**src/tcr_regs.vh**
```
/*
  register offsets, field positions, reset values and limit codes of the
  thermal configuration register pair.
  assumes it is included by bare name from the design file.
*/
`ifndef TCR_REGS_VH
`define TCR_REGS_VH

`define TCR_FMT_PIN_ADDR 8'h7C
`define TCR_MUX_ATT_ADDR 8'h7D
`define TCR_FMT_PIN_RESET 8'h05
`define TCR_MUX_ATT_RESET 8'h00

`define TCR_FMT_BIT 0
`define TCR_OFSR_BIT 1
`define TCR_ALERTF_LO 2
`define TCR_CPU_EN_BIT 4
`define TCR_REMA_EN_BIT 5
`define TCR_LOCAL_EN_BIT 6
`define TCR_REMB_EN_BIT 7
`define TCR_TACHF_LO 0
`define TCR_GDIS_BIT 2
`define TCR_BYP_LO 3

`define TCR_FN_ALERT_A 2'b00
`define TCR_FN_OVT_A 2'b01
`define TCR_FN_GPIO_A 2'b10
`define TCR_FN_TACH_B 2'b00
`define TCR_FN_OVT_B 2'b01
`define TCR_FN_ALERT_B 2'b10

`define TCR_DIS_OFS64 8'h00
`define TCR_DIS_TWOS 8'h80
`define TCR_OFS64_BIAS 8'h40

`endif

```
**src/tcr_config_regs.v**
```verilog
/*
  two lockable configuration registers: temperature format, offset range,
  pin functions, overtemperature enables and attenuator bypass, plus the
  overtemperature decision they steer.
  assumes a byte register port from the serial slave, synchronous inputs,
  and raw temperature and limit codes from the measurement engines.
*/
// Operation
// - bit 0 picks two's complement (1) or offset-64 binary (0).
// - a format change reinterprets remote and local temperatures and limits at once; cpu stays two's.
// - bit 1 picks half-degree to +64 or one-degree to +127 offsets.
// - offset range touches remote and internal offsets only; cpu offset one-degree.
// - bits 3:2 choose alert pin: alert, overtemp, third gpio, reserved.
// - lock set makes both registers read-only; writes silently dropped.
// - bit 4 drives overtemp when cpu reading exceeds cpu control limit.
// - a disabled channel never drives the overtemp pin.
// - bit 5 drives overtemp when remote A exceeds its limit.
// - bit 6 drives overtemp when local exceeds its limit.
// - bit 7 drives overtemp when remote B exceeds its limit.
// - limit of -64 (offset-64) or -128 (two's) suppresses that channel.
// - cpu control limit of -128 suppresses the cpu comparison.
// - bits 1:0 choose tach pin: fan input four, overtemp, alert, reserved.
// - bit 2 disables overtemp output on every channel.
// - bits 7:3 bypass attenuators of five voltage channels, 0 to 2 V.
`timescale 1ns/100ps
`include "tcr_regs.vh"

module tcr_config_regs #(
  parameter ADDR_WIDTH = 8
) (
  input wire ref_clk,
  input wire rst_n,
  input wire [ADDR_WIDTH-1:0] regAddr,
  input wire [7:0] regWrData,
  input wire regWrEn,
  input wire regRdEn,
  output reg [7:0] regRdData,
  input wire configLock,
  input wire overtempPinBidir,
  input wire [7:0] remoteATemp,
  input wire [7:0] remoteALimit,
  input wire [7:0] localTemp,
  input wire [7:0] localLimit,
  input wire [7:0] remoteBTemp,
  input wire [7:0] remoteBLimit,
  input wire [7:0] cpuTemp,
  input wire [7:0] cpuControlLimit,
  output reg overtemp_signal,
  output reg tempFormatSelect,
  output reg offsetRangeSelect,
  output reg [1:0] alertPinFunction,
  output reg [1:0] tachPinFunction,
  output reg alertPinIsOvertemp,
  output reg tachPinIsOvertemp,
  output reg alertPinIsGeneralIo,
  output reg tachPinIsFanSpeed,
  output reg [4:0] attenBypass
);

  // ********************************************************
  // register file
  // ********************************************************
  reg [7:0] fmtPin_reg;
  reg [7:0] muxAtt_reg;
  reg [7:0] rdData_next;
  wire fmtHit;
  wire muxHit;
  wire wrFmt;
  wire wrMux;

  // ********************************************************
  // address decode and write gating
  // ********************************************************
  assign fmtHit = (regAddr == `TCR_FMT_PIN_ADDR);
  assign muxHit = (regAddr == `TCR_MUX_ATT_ADDR);
  assign wrFmt = regWrEn && !configLock && fmtHit;
  assign wrMux = regWrEn && !configLock && muxHit;

  // temperature format and pin configuration byte
  always @(posedge ref_clk or negedge rst_n) begin
    if (!rst_n) begin
      fmtPin_reg <= `TCR_FMT_PIN_RESET;
    end else if (wrFmt) begin
      fmtPin_reg <= regWrData;
    end
  end

  // pin mux and attenuator bypass byte
  always @(posedge ref_clk or negedge rst_n) begin
    if (!rst_n) begin
      muxAtt_reg <= `TCR_MUX_ATT_RESET;
    end else if (wrMux) begin
      muxAtt_reg <= regWrData;
    end
  end

  // ********************************************************
  // read port
  // ********************************************************
  always @* begin
    rdData_next = regRdData;
    if (regRdEn) begin
      case (regAddr)
        `TCR_FMT_PIN_ADDR: rdData_next = fmtPin_reg;
        `TCR_MUX_ATT_ADDR: rdData_next = muxAtt_reg;
        default: rdData_next = 8'h00;
      endcase
    end
  end

  always @(posedge ref_clk or negedge rst_n) begin
    if (!rst_n) begin
      regRdData <= 8'h00;
    end else begin
      regRdData <= rdData_next;
    end
  end

  // ********************************************************
  // temperature comparison
  // ********************************************************
  // map a raw code to an ordered unsigned scale for the active format
  function [7:0] tcrOrder;
    input [7:0] code;
    input twos;
    begin
      if (twos) begin
        tcrOrder = code ^ 8'h80;
      end else begin
        tcrOrder = code;
      end
    end
  endfunction

  // limit code that means "channel switched off" in the active format
  function tcrIsOff;
    input [7:0] lim;
    input twos;
    begin
      if (twos) begin
        tcrIsOff = (lim == `TCR_DIS_TWOS);
      end else begin
        tcrIsOff = (lim == `TCR_DIS_OFS64);
      end
    end
  endfunction

  wire twosMode;
  wire [3:0] chanEn;
  wire [3:0] chanHit;
  wire [3:0] chanOff;
  wire [7:0] chTemp [0:3];
  wire [7:0] chLimit [0:3];
  wire anyHit;

  // ********************************************************
  // channel map
  // ********************************************************
  assign twosMode = fmtPin_reg[`TCR_FMT_BIT];
  assign chanEn[0] = fmtPin_reg[`TCR_CPU_EN_BIT];
  assign chanEn[1] = fmtPin_reg[`TCR_REMA_EN_BIT];
  assign chanEn[2] = fmtPin_reg[`TCR_LOCAL_EN_BIT];
  assign chanEn[3] = fmtPin_reg[`TCR_REMB_EN_BIT];
  assign chTemp[0] = cpuTemp;
  assign chTemp[1] = remoteATemp;
  assign chTemp[2] = localTemp;
  assign chTemp[3] = remoteBTemp;
  assign chLimit[0] = cpuControlLimit;
  assign chLimit[1] = remoteALimit;
  assign chLimit[2] = localLimit;
  assign chLimit[3] = remoteBLimit;

  // cpu reading is always two's complement; only -128 turns it off
  assign chanOff[0] = (cpuControlLimit == `TCR_DIS_TWOS);
  wire [7:0] cpuTempOrd;
  wire [7:0] cpuLimitOrd;
  assign cpuTempOrd = tcrOrder(cpuTemp, 1'b1);
  assign cpuLimitOrd = tcrOrder(cpuControlLimit, 1'b1);
  assign chanHit[0] = (cpuTempOrd > cpuLimitOrd);

  // ********************************************************
  // channel compare
  // ********************************************************
  genvar gi;
  generate
    for (gi = 1; gi < 4; gi = gi + 1) begin : gChan
      assign chanOff[gi] = tcrIsOff(chLimit[gi], twosMode);
      assign chanHit[gi] = tcrOrder(chTemp[gi], twosMode) > tcrOrder(chLimit[gi], twosMode);
    end
  endgenerate

  // disabled channels contribute nothing, so they only leave the pin as input
  wire [3:0] liveHit;
  assign liveHit = chanEn & chanHit & ~chanOff;
  assign anyHit = (|liveHit) && overtempPinBidir;

  // ********************************************************
  // outputs
  // ********************************************************
  // true when a two-bit pin function field holds the given code
  function tcrFnIs;
    input [1:0] field;
    input [1:0] code;
    begin
      tcrFnIs = (field == code);
    end
  endfunction

  wire [1:0] alertFn;
  wire [1:0] tachFn;
  wire globalDisable;
  wire [4:0] bypassBits;

  assign alertFn = fmtPin_reg[`TCR_ALERTF_LO+1:`TCR_ALERTF_LO];
  assign tachFn = muxAtt_reg[`TCR_TACHF_LO+1:`TCR_TACHF_LO];
  assign globalDisable = muxAtt_reg[`TCR_GDIS_BIT];
  // order: termination, 2.5 V, core, 5 V, 12 V
  assign bypassBits = muxAtt_reg[`TCR_BYP_LO+4:`TCR_BYP_LO];

  // ********************************************************
  // next values of the output flops
  // ********************************************************
  wire overtempSignal_next;
  wire tempFormatSelect_next;
  wire offsetRangeSelect_next;
  wire [1:0] alertPinFunction_next;
  wire [1:0] tachPinFunction_next;
  wire alertPinIsOvertemp_next;
  wire alertPinIsGeneralIo_next;
  wire tachPinIsOvertemp_next;
  wire tachPinIsFanSpeed_next;
  wire [4:0] attenBypass_next;

  assign overtempSignal_next = anyHit && !globalDisable;
  assign tempFormatSelect_next = fmtPin_reg[`TCR_FMT_BIT];
  // applies to remote and internal offsets; cpu offset ignores it
  assign offsetRangeSelect_next = fmtPin_reg[`TCR_OFSR_BIT];
  assign alertPinFunction_next = alertFn;
  assign tachPinFunction_next = tachFn;
  assign alertPinIsOvertemp_next = tcrFnIs(alertFn, `TCR_FN_OVT_A);
  assign alertPinIsGeneralIo_next = tcrFnIs(alertFn, `TCR_FN_GPIO_A);
  assign tachPinIsOvertemp_next = tcrFnIs(tachFn, `TCR_FN_OVT_B);
  assign tachPinIsFanSpeed_next = tcrFnIs(tachFn, `TCR_FN_TACH_B);
  assign attenBypass_next = bypassBits;

  // ********************************************************
  // overtemperature output
  // ********************************************************
  always @(posedge ref_clk or negedge rst_n) begin
    if (!rst_n) begin
      overtemp_signal <= 1'b0;
    end else begin
      overtemp_signal <= overtempSignal_next;
    end
  end

  // ********************************************************
  // format and offset range copies
  // ********************************************************
  always @(posedge ref_clk or negedge rst_n) begin
    if (!rst_n) begin
      tempFormatSelect <= 1'b0;
    end else begin
      tempFormatSelect <= tempFormatSelect_next;
    end
  end

  always @(posedge ref_clk or negedge rst_n) begin
    if (!rst_n) begin
      offsetRangeSelect <= 1'b0;
    end else begin
      offsetRangeSelect <= offsetRangeSelect_next;
    end
  end

  // ********************************************************
  // pin function fields
  // ********************************************************
  always @(posedge ref_clk or negedge rst_n) begin
    if (!rst_n) begin
      alertPinFunction <= 2'b00;
    end else begin
      alertPinFunction <= alertPinFunction_next;
    end
  end

  always @(posedge ref_clk or negedge rst_n) begin
    if (!rst_n) begin
      tachPinFunction <= 2'b00;
    end else begin
      tachPinFunction <= tachPinFunction_next;
    end
  end

  // ********************************************************
  // pin function decodes
  // ********************************************************
  always @(posedge ref_clk or negedge rst_n) begin
    if (!rst_n) begin
      alertPinIsOvertemp <= 1'b0;
    end else begin
      alertPinIsOvertemp <= alertPinIsOvertemp_next;
    end
  end

  always @(posedge ref_clk or negedge rst_n) begin
    if (!rst_n) begin
      alertPinIsGeneralIo <= 1'b0;
    end else begin
      alertPinIsGeneralIo <= alertPinIsGeneralIo_next;
    end
  end

  always @(posedge ref_clk or negedge rst_n) begin
    if (!rst_n) begin
      tachPinIsOvertemp <= 1'b0;
    end else begin
      tachPinIsOvertemp <= tachPinIsOvertemp_next;
    end
  end

  always @(posedge ref_clk or negedge rst_n) begin
    if (!rst_n) begin
      tachPinIsFanSpeed <= 1'b0;
    end else begin
      tachPinIsFanSpeed <= tachPinIsFanSpeed_next;
    end
  end

  // ********************************************************
  // attenuator bypass
  // ********************************************************
  always @(posedge ref_clk or negedge rst_n) begin
    if (!rst_n) begin
      attenBypass <= 5'h00;
    end else begin
      attenBypass <= attenBypass_next;
    end
  end

endmodule

```
**config.mk**
```make
export PLATFORM = sky130hd
export DESIGN_NAME = tcr_config_regs
export DESIGN_NICKNAME = d
export VERILOG_FILES = /design/src/tcr_config_regs.v
export VERILOG_INCLUDE_DIRS = /design/src
export SDC_FILE = /design/constraint.sdc
export NUM_CORES = 1
export LEC_CHECK = 0
export BUFFER_PORTS_ARGS = -buffer_cell sky130_fd_sc_hd__buf_4
export CAP_MARGIN = 5
export CORE_AREA = 2 2 61 91
export CTS_BUF_LIST = sky130_fd_sc_hd__clkbuf_4
export DETAILED_ROUTE_END_ITERATION = 12
export DIE_AREA = 0 0 63 93
export PLACE_DENSITY = 0.8
export SKIP_CTS_REPAIR_TIMING = 1
export SYNTH_ARGS = -nofsm -noshare
export SYNTH_HDL_FRONTEND = slang
export SYNTH_SLANG_ARGS = --single-unit
```
**constraint.sdc**
```tcl
create_clock -name ref_clk -period 2.2 [get_ports ref_clk]
set_input_delay 0.55 -clock ref_clk [delete_from_list [all_inputs] [get_ports ref_clk]]
set_output_delay 0.55 -clock ref_clk [all_outputs]
set_load 0.01 [all_outputs]
```
==> summary.md <==
| Metric | Value |
|---|---|
| Data required time at the worst endpoint | 2.47 ns |
| Most frequent cells in the layout | buf_4, dfrtp_1, ha_1, inv_1, a21oi_1 |
| Clk buf depth | 2 |
| Worst Setup SP | fmtPin_reg[0]$_DFFE_PN1P_ |
| CTS tree | yes |
| Post-DP HPWL | 4.31 mm |
| Num CTS Buffers | 5 |
| Post-synthesis register bit count | 40 |
| ANT nets after route | 0 |
| Initial Util | 0.464 |
| Initial DRT Pass Iterations | 4 |
| CORE AREA | 5080 µm² |
| Met2 usage | 0.355 |
| Reg2Reg Depth | 7 |
| Setup TNS after final layout | 0 ns |
| Critical-path top delay cell | dfstp_2 |
| Worst-path clk slew | 0.11 ns |
| Total GRT Usage | 0.194 |
| Post-synth EDFFs | 0 |
| Final WS setup | 0.313 ns |
| Final Critical Period | 1.89 ns |
| Die Span Y | 93 µm |
| Yosys warnings | 0 |
| Starting DRT DRC Count | 68 |
| VDD IR max | 271 µV |
| End of the critical path | overtemp_signal$_DFF_PN0_ |
| Post-route DRC | 0 |
| Maximum clock skew at final layout | 0.00590 ns |
| Post-Synthesis Cell Area | 2360 µm² |
| Worst R2R End | overtemp_signal$_DFF_PN0_ |
| Die area | 5860 µm² |
| Initial antenna violation count | 0 |
| Row cnt | 32 |
| Global route total overflow | 0 |
| Total power | 1.47 mW |
| Final slew viol count | 0 |
| R2r setup slk | 0.31 ns |
| Crit path buf inv count | 0 |
| Crit end category | flip-flop |
| Nets@finish | 454 |
| Routed wire length per instance | 12.7 µm |
| PwrDens | 441 nW/µm² |
| GR Layer Usage met1 | 0.211 |
| Max Cap Viol | 0 |
| Worst Hold Class | in2async |
| Tcrit/Tclk final | 0.858 |
| Fillers | 455 |
| Gpl congestion | 0.808 |
| Largest delay share family, worst path | flip-flops |
| Crit-path max FO | 9 |
| FMAX | 0.530 GHz |
| Worst slack, placed | 0.168 ns |
| Synth Net Count | 338 |
| Leak | 1.81 nW |
| Critical path cell sequence | xnor2_1, ha_1, nand4_1, o21ai_0, a31oi_1, o31ai_1, a41oi_1 |
| Share of cells above drive strength 1 | 0.421 |
| Worst slew pin tran | 0.471 ns |
| Final hold slack | 0.151 ns |
| Routed wire length | 5.15 mm |
| IO buf count | 109 |
| Finish-stage setup viols | 0 |
| Top Usage Layer GRT | met2 |
| Syn_area_per_cell | 10.7 µm² |
| Largest net degree at the start of global routing | 41 |
| Ys async rst share | 1.00 |
| CP startpoint kind | flip-flop |
| Post-synthesis sequential area ratio | 0.425 |
| Clock latency on the worst-skew pair | 0.34 ns |
| N_diodes | 0 |
| Critical Path Stages | 7 |
| Hold Fails Final Rpt | 0 |
| Relative slew slack | 0.686 |
| Status | finished, final reports clean |
| Syn-to-layout area delta | 41.1% |
| Vias in the first global route | 2201 |
| Crit path DAT | 2.15 ns |
| Clock sinks | 40 |
| Synth cell types | 35 |
| R2R Path Start | fmtPin_reg[0]$_DFFE_PN1P_ |
| Max stage delay on crit path | 0.68 ns |
| WS Path Type | reg2reg |
| Avg Vias per Cell | 5.16 |
| First-pass GRT wire length | 9.09 mm |
| CTS Root Cell | clkbuf_4 |
| Met3 GRT Util | 0.0517 |
| Syn Inst Count | 220 |
| Horiz. Die Dim | 63 µm |
| Num ports | 110 |
| Top FF cell, synth | dfrtp_1 |
| Via count | 2089 |
| RSZ-0062 raised after global routing | no |
| Most common cell after layout, fill and taps aside | buf_4 |
| H-Tree Depth | 2 |
-- worst register-to-register path: cells and delay by family (launching register included) --
family                   cells  cell delay [ns]
adder cells (fa/ha/maj)      1             0.27
XOR/XNOR                     1             0.17
AO/OA/AOI/OAI                4             0.57
AND/OR/NAND/NOR              1             0.11
flip-flops                   1             0.68
-- report_power, final --
| part | total, mW | switching [mW] | internal [mW] |
|---|---|---|---|
| Clock | 0.353 | 0.233 | 0.120 |
| Combinational | 0.337 | 0.144 | 0.194 |
| Sequential | 0.778 | 0.0164 | 0.762 |
-- cell usage after synthesis, drive strengths merged, types with 2 or more instances --
master / count / area, µm²
dfrtp: 38 / 951
inv: 30 / 113
nor4: 4 / 25.0
xnor2: 3 / 26.3
nor4b: 2 / 32.5
buf: 2 / 8.75
nor3: 3 / 15.0
a21boi: 3 / 22.5
xor2: 3 / 26.3
nand2b: 2 / 12.5
a31oi: 3 / 18.8
o31ai: 3 / 22.5
nand4: 9 / 71.3
ha: 32 / 400
a22oi: 8 / 60.1
a21oi: 19 / 95.1
nor2: 12 / 47.6
o211ai: 4 / 30.0
mux2: 16 / 180
nor2b: 6 / 37.5
nand3: 4 / 20.0
o21ai: 4 / 20.0
dfstp: 2 / 52.6
-- stage by stage --
step | instance area (µm²) | std cells | util
2_1_floorplan | 2360 | 220 | -
3_3_place_gp | 3270 | 397 | 0.644
3_5_place_dp | 3270 | 397 | 0.644
4_1_cts | 3330 | 405 | 0.655
5_1_grt | 3330 | 405 | 0.655
6_report | 3330 | 405 | 0.655
-- how the worst min path moves through the flow --
stage / startpoint / endpoint / slack, ns / depth (start not counted)
2_1_floorplan: rst_n / alertPinFunction[0]$_DFF_PN0_ / 0.25 / 0
3_3_place_gp: muxAtt_reg[3]$_DFFE_PN0P_ / attenBypass[0]$_DFF_PN0_ / 0.38 / 0
3_5_place_dp: muxAtt_reg[7]$_DFFE_PN0P_ / attenBypass[4]$_DFF_PN0_ / 0.38 / 0
4_1_cts: rst_n / alertPinFunction[0]$_DFF_PN0_ / 0.14 / 1
5_1_grt: rst_n / regRdData[5]$_DFFE_PN0P_ / 0.16 / 1
6_report: rst_n / alertPinIsOvertemp$_DFF_PN0_ / 0.15 / 1
-- metal layers --
metal / routed length (µm) / part of all wire
met1: 1880 / 0.36
met2: 2850 / 0.55
met3: 306 / 0.059
met4: 112 / 0.022
met5: 0 / 0
-- cell type report --
class	count	area, µm²	area share
tap	68	85.1	0.0255
inverter	30	113	0.0338
multi-input combinational	147	1230	0.370
timing repair buffer	112	841	0.252
clock buffer	5	37.5	0.0113
sequential	40	1000	0.301
clock inverter	3	18.8	0.00563
-- cell families after synthesis --
family	Yosys count	share of synthesized area
compound gates	48	0.128
simple gates	45	0.126
flops	40	0.425
buf+inv	33	0.0530
fa+ha+maj	32	0.170
mux	16	0.0763
xor+xnor	6	0.0223
No activity file was read; power rests on OpenSTA's default activity.
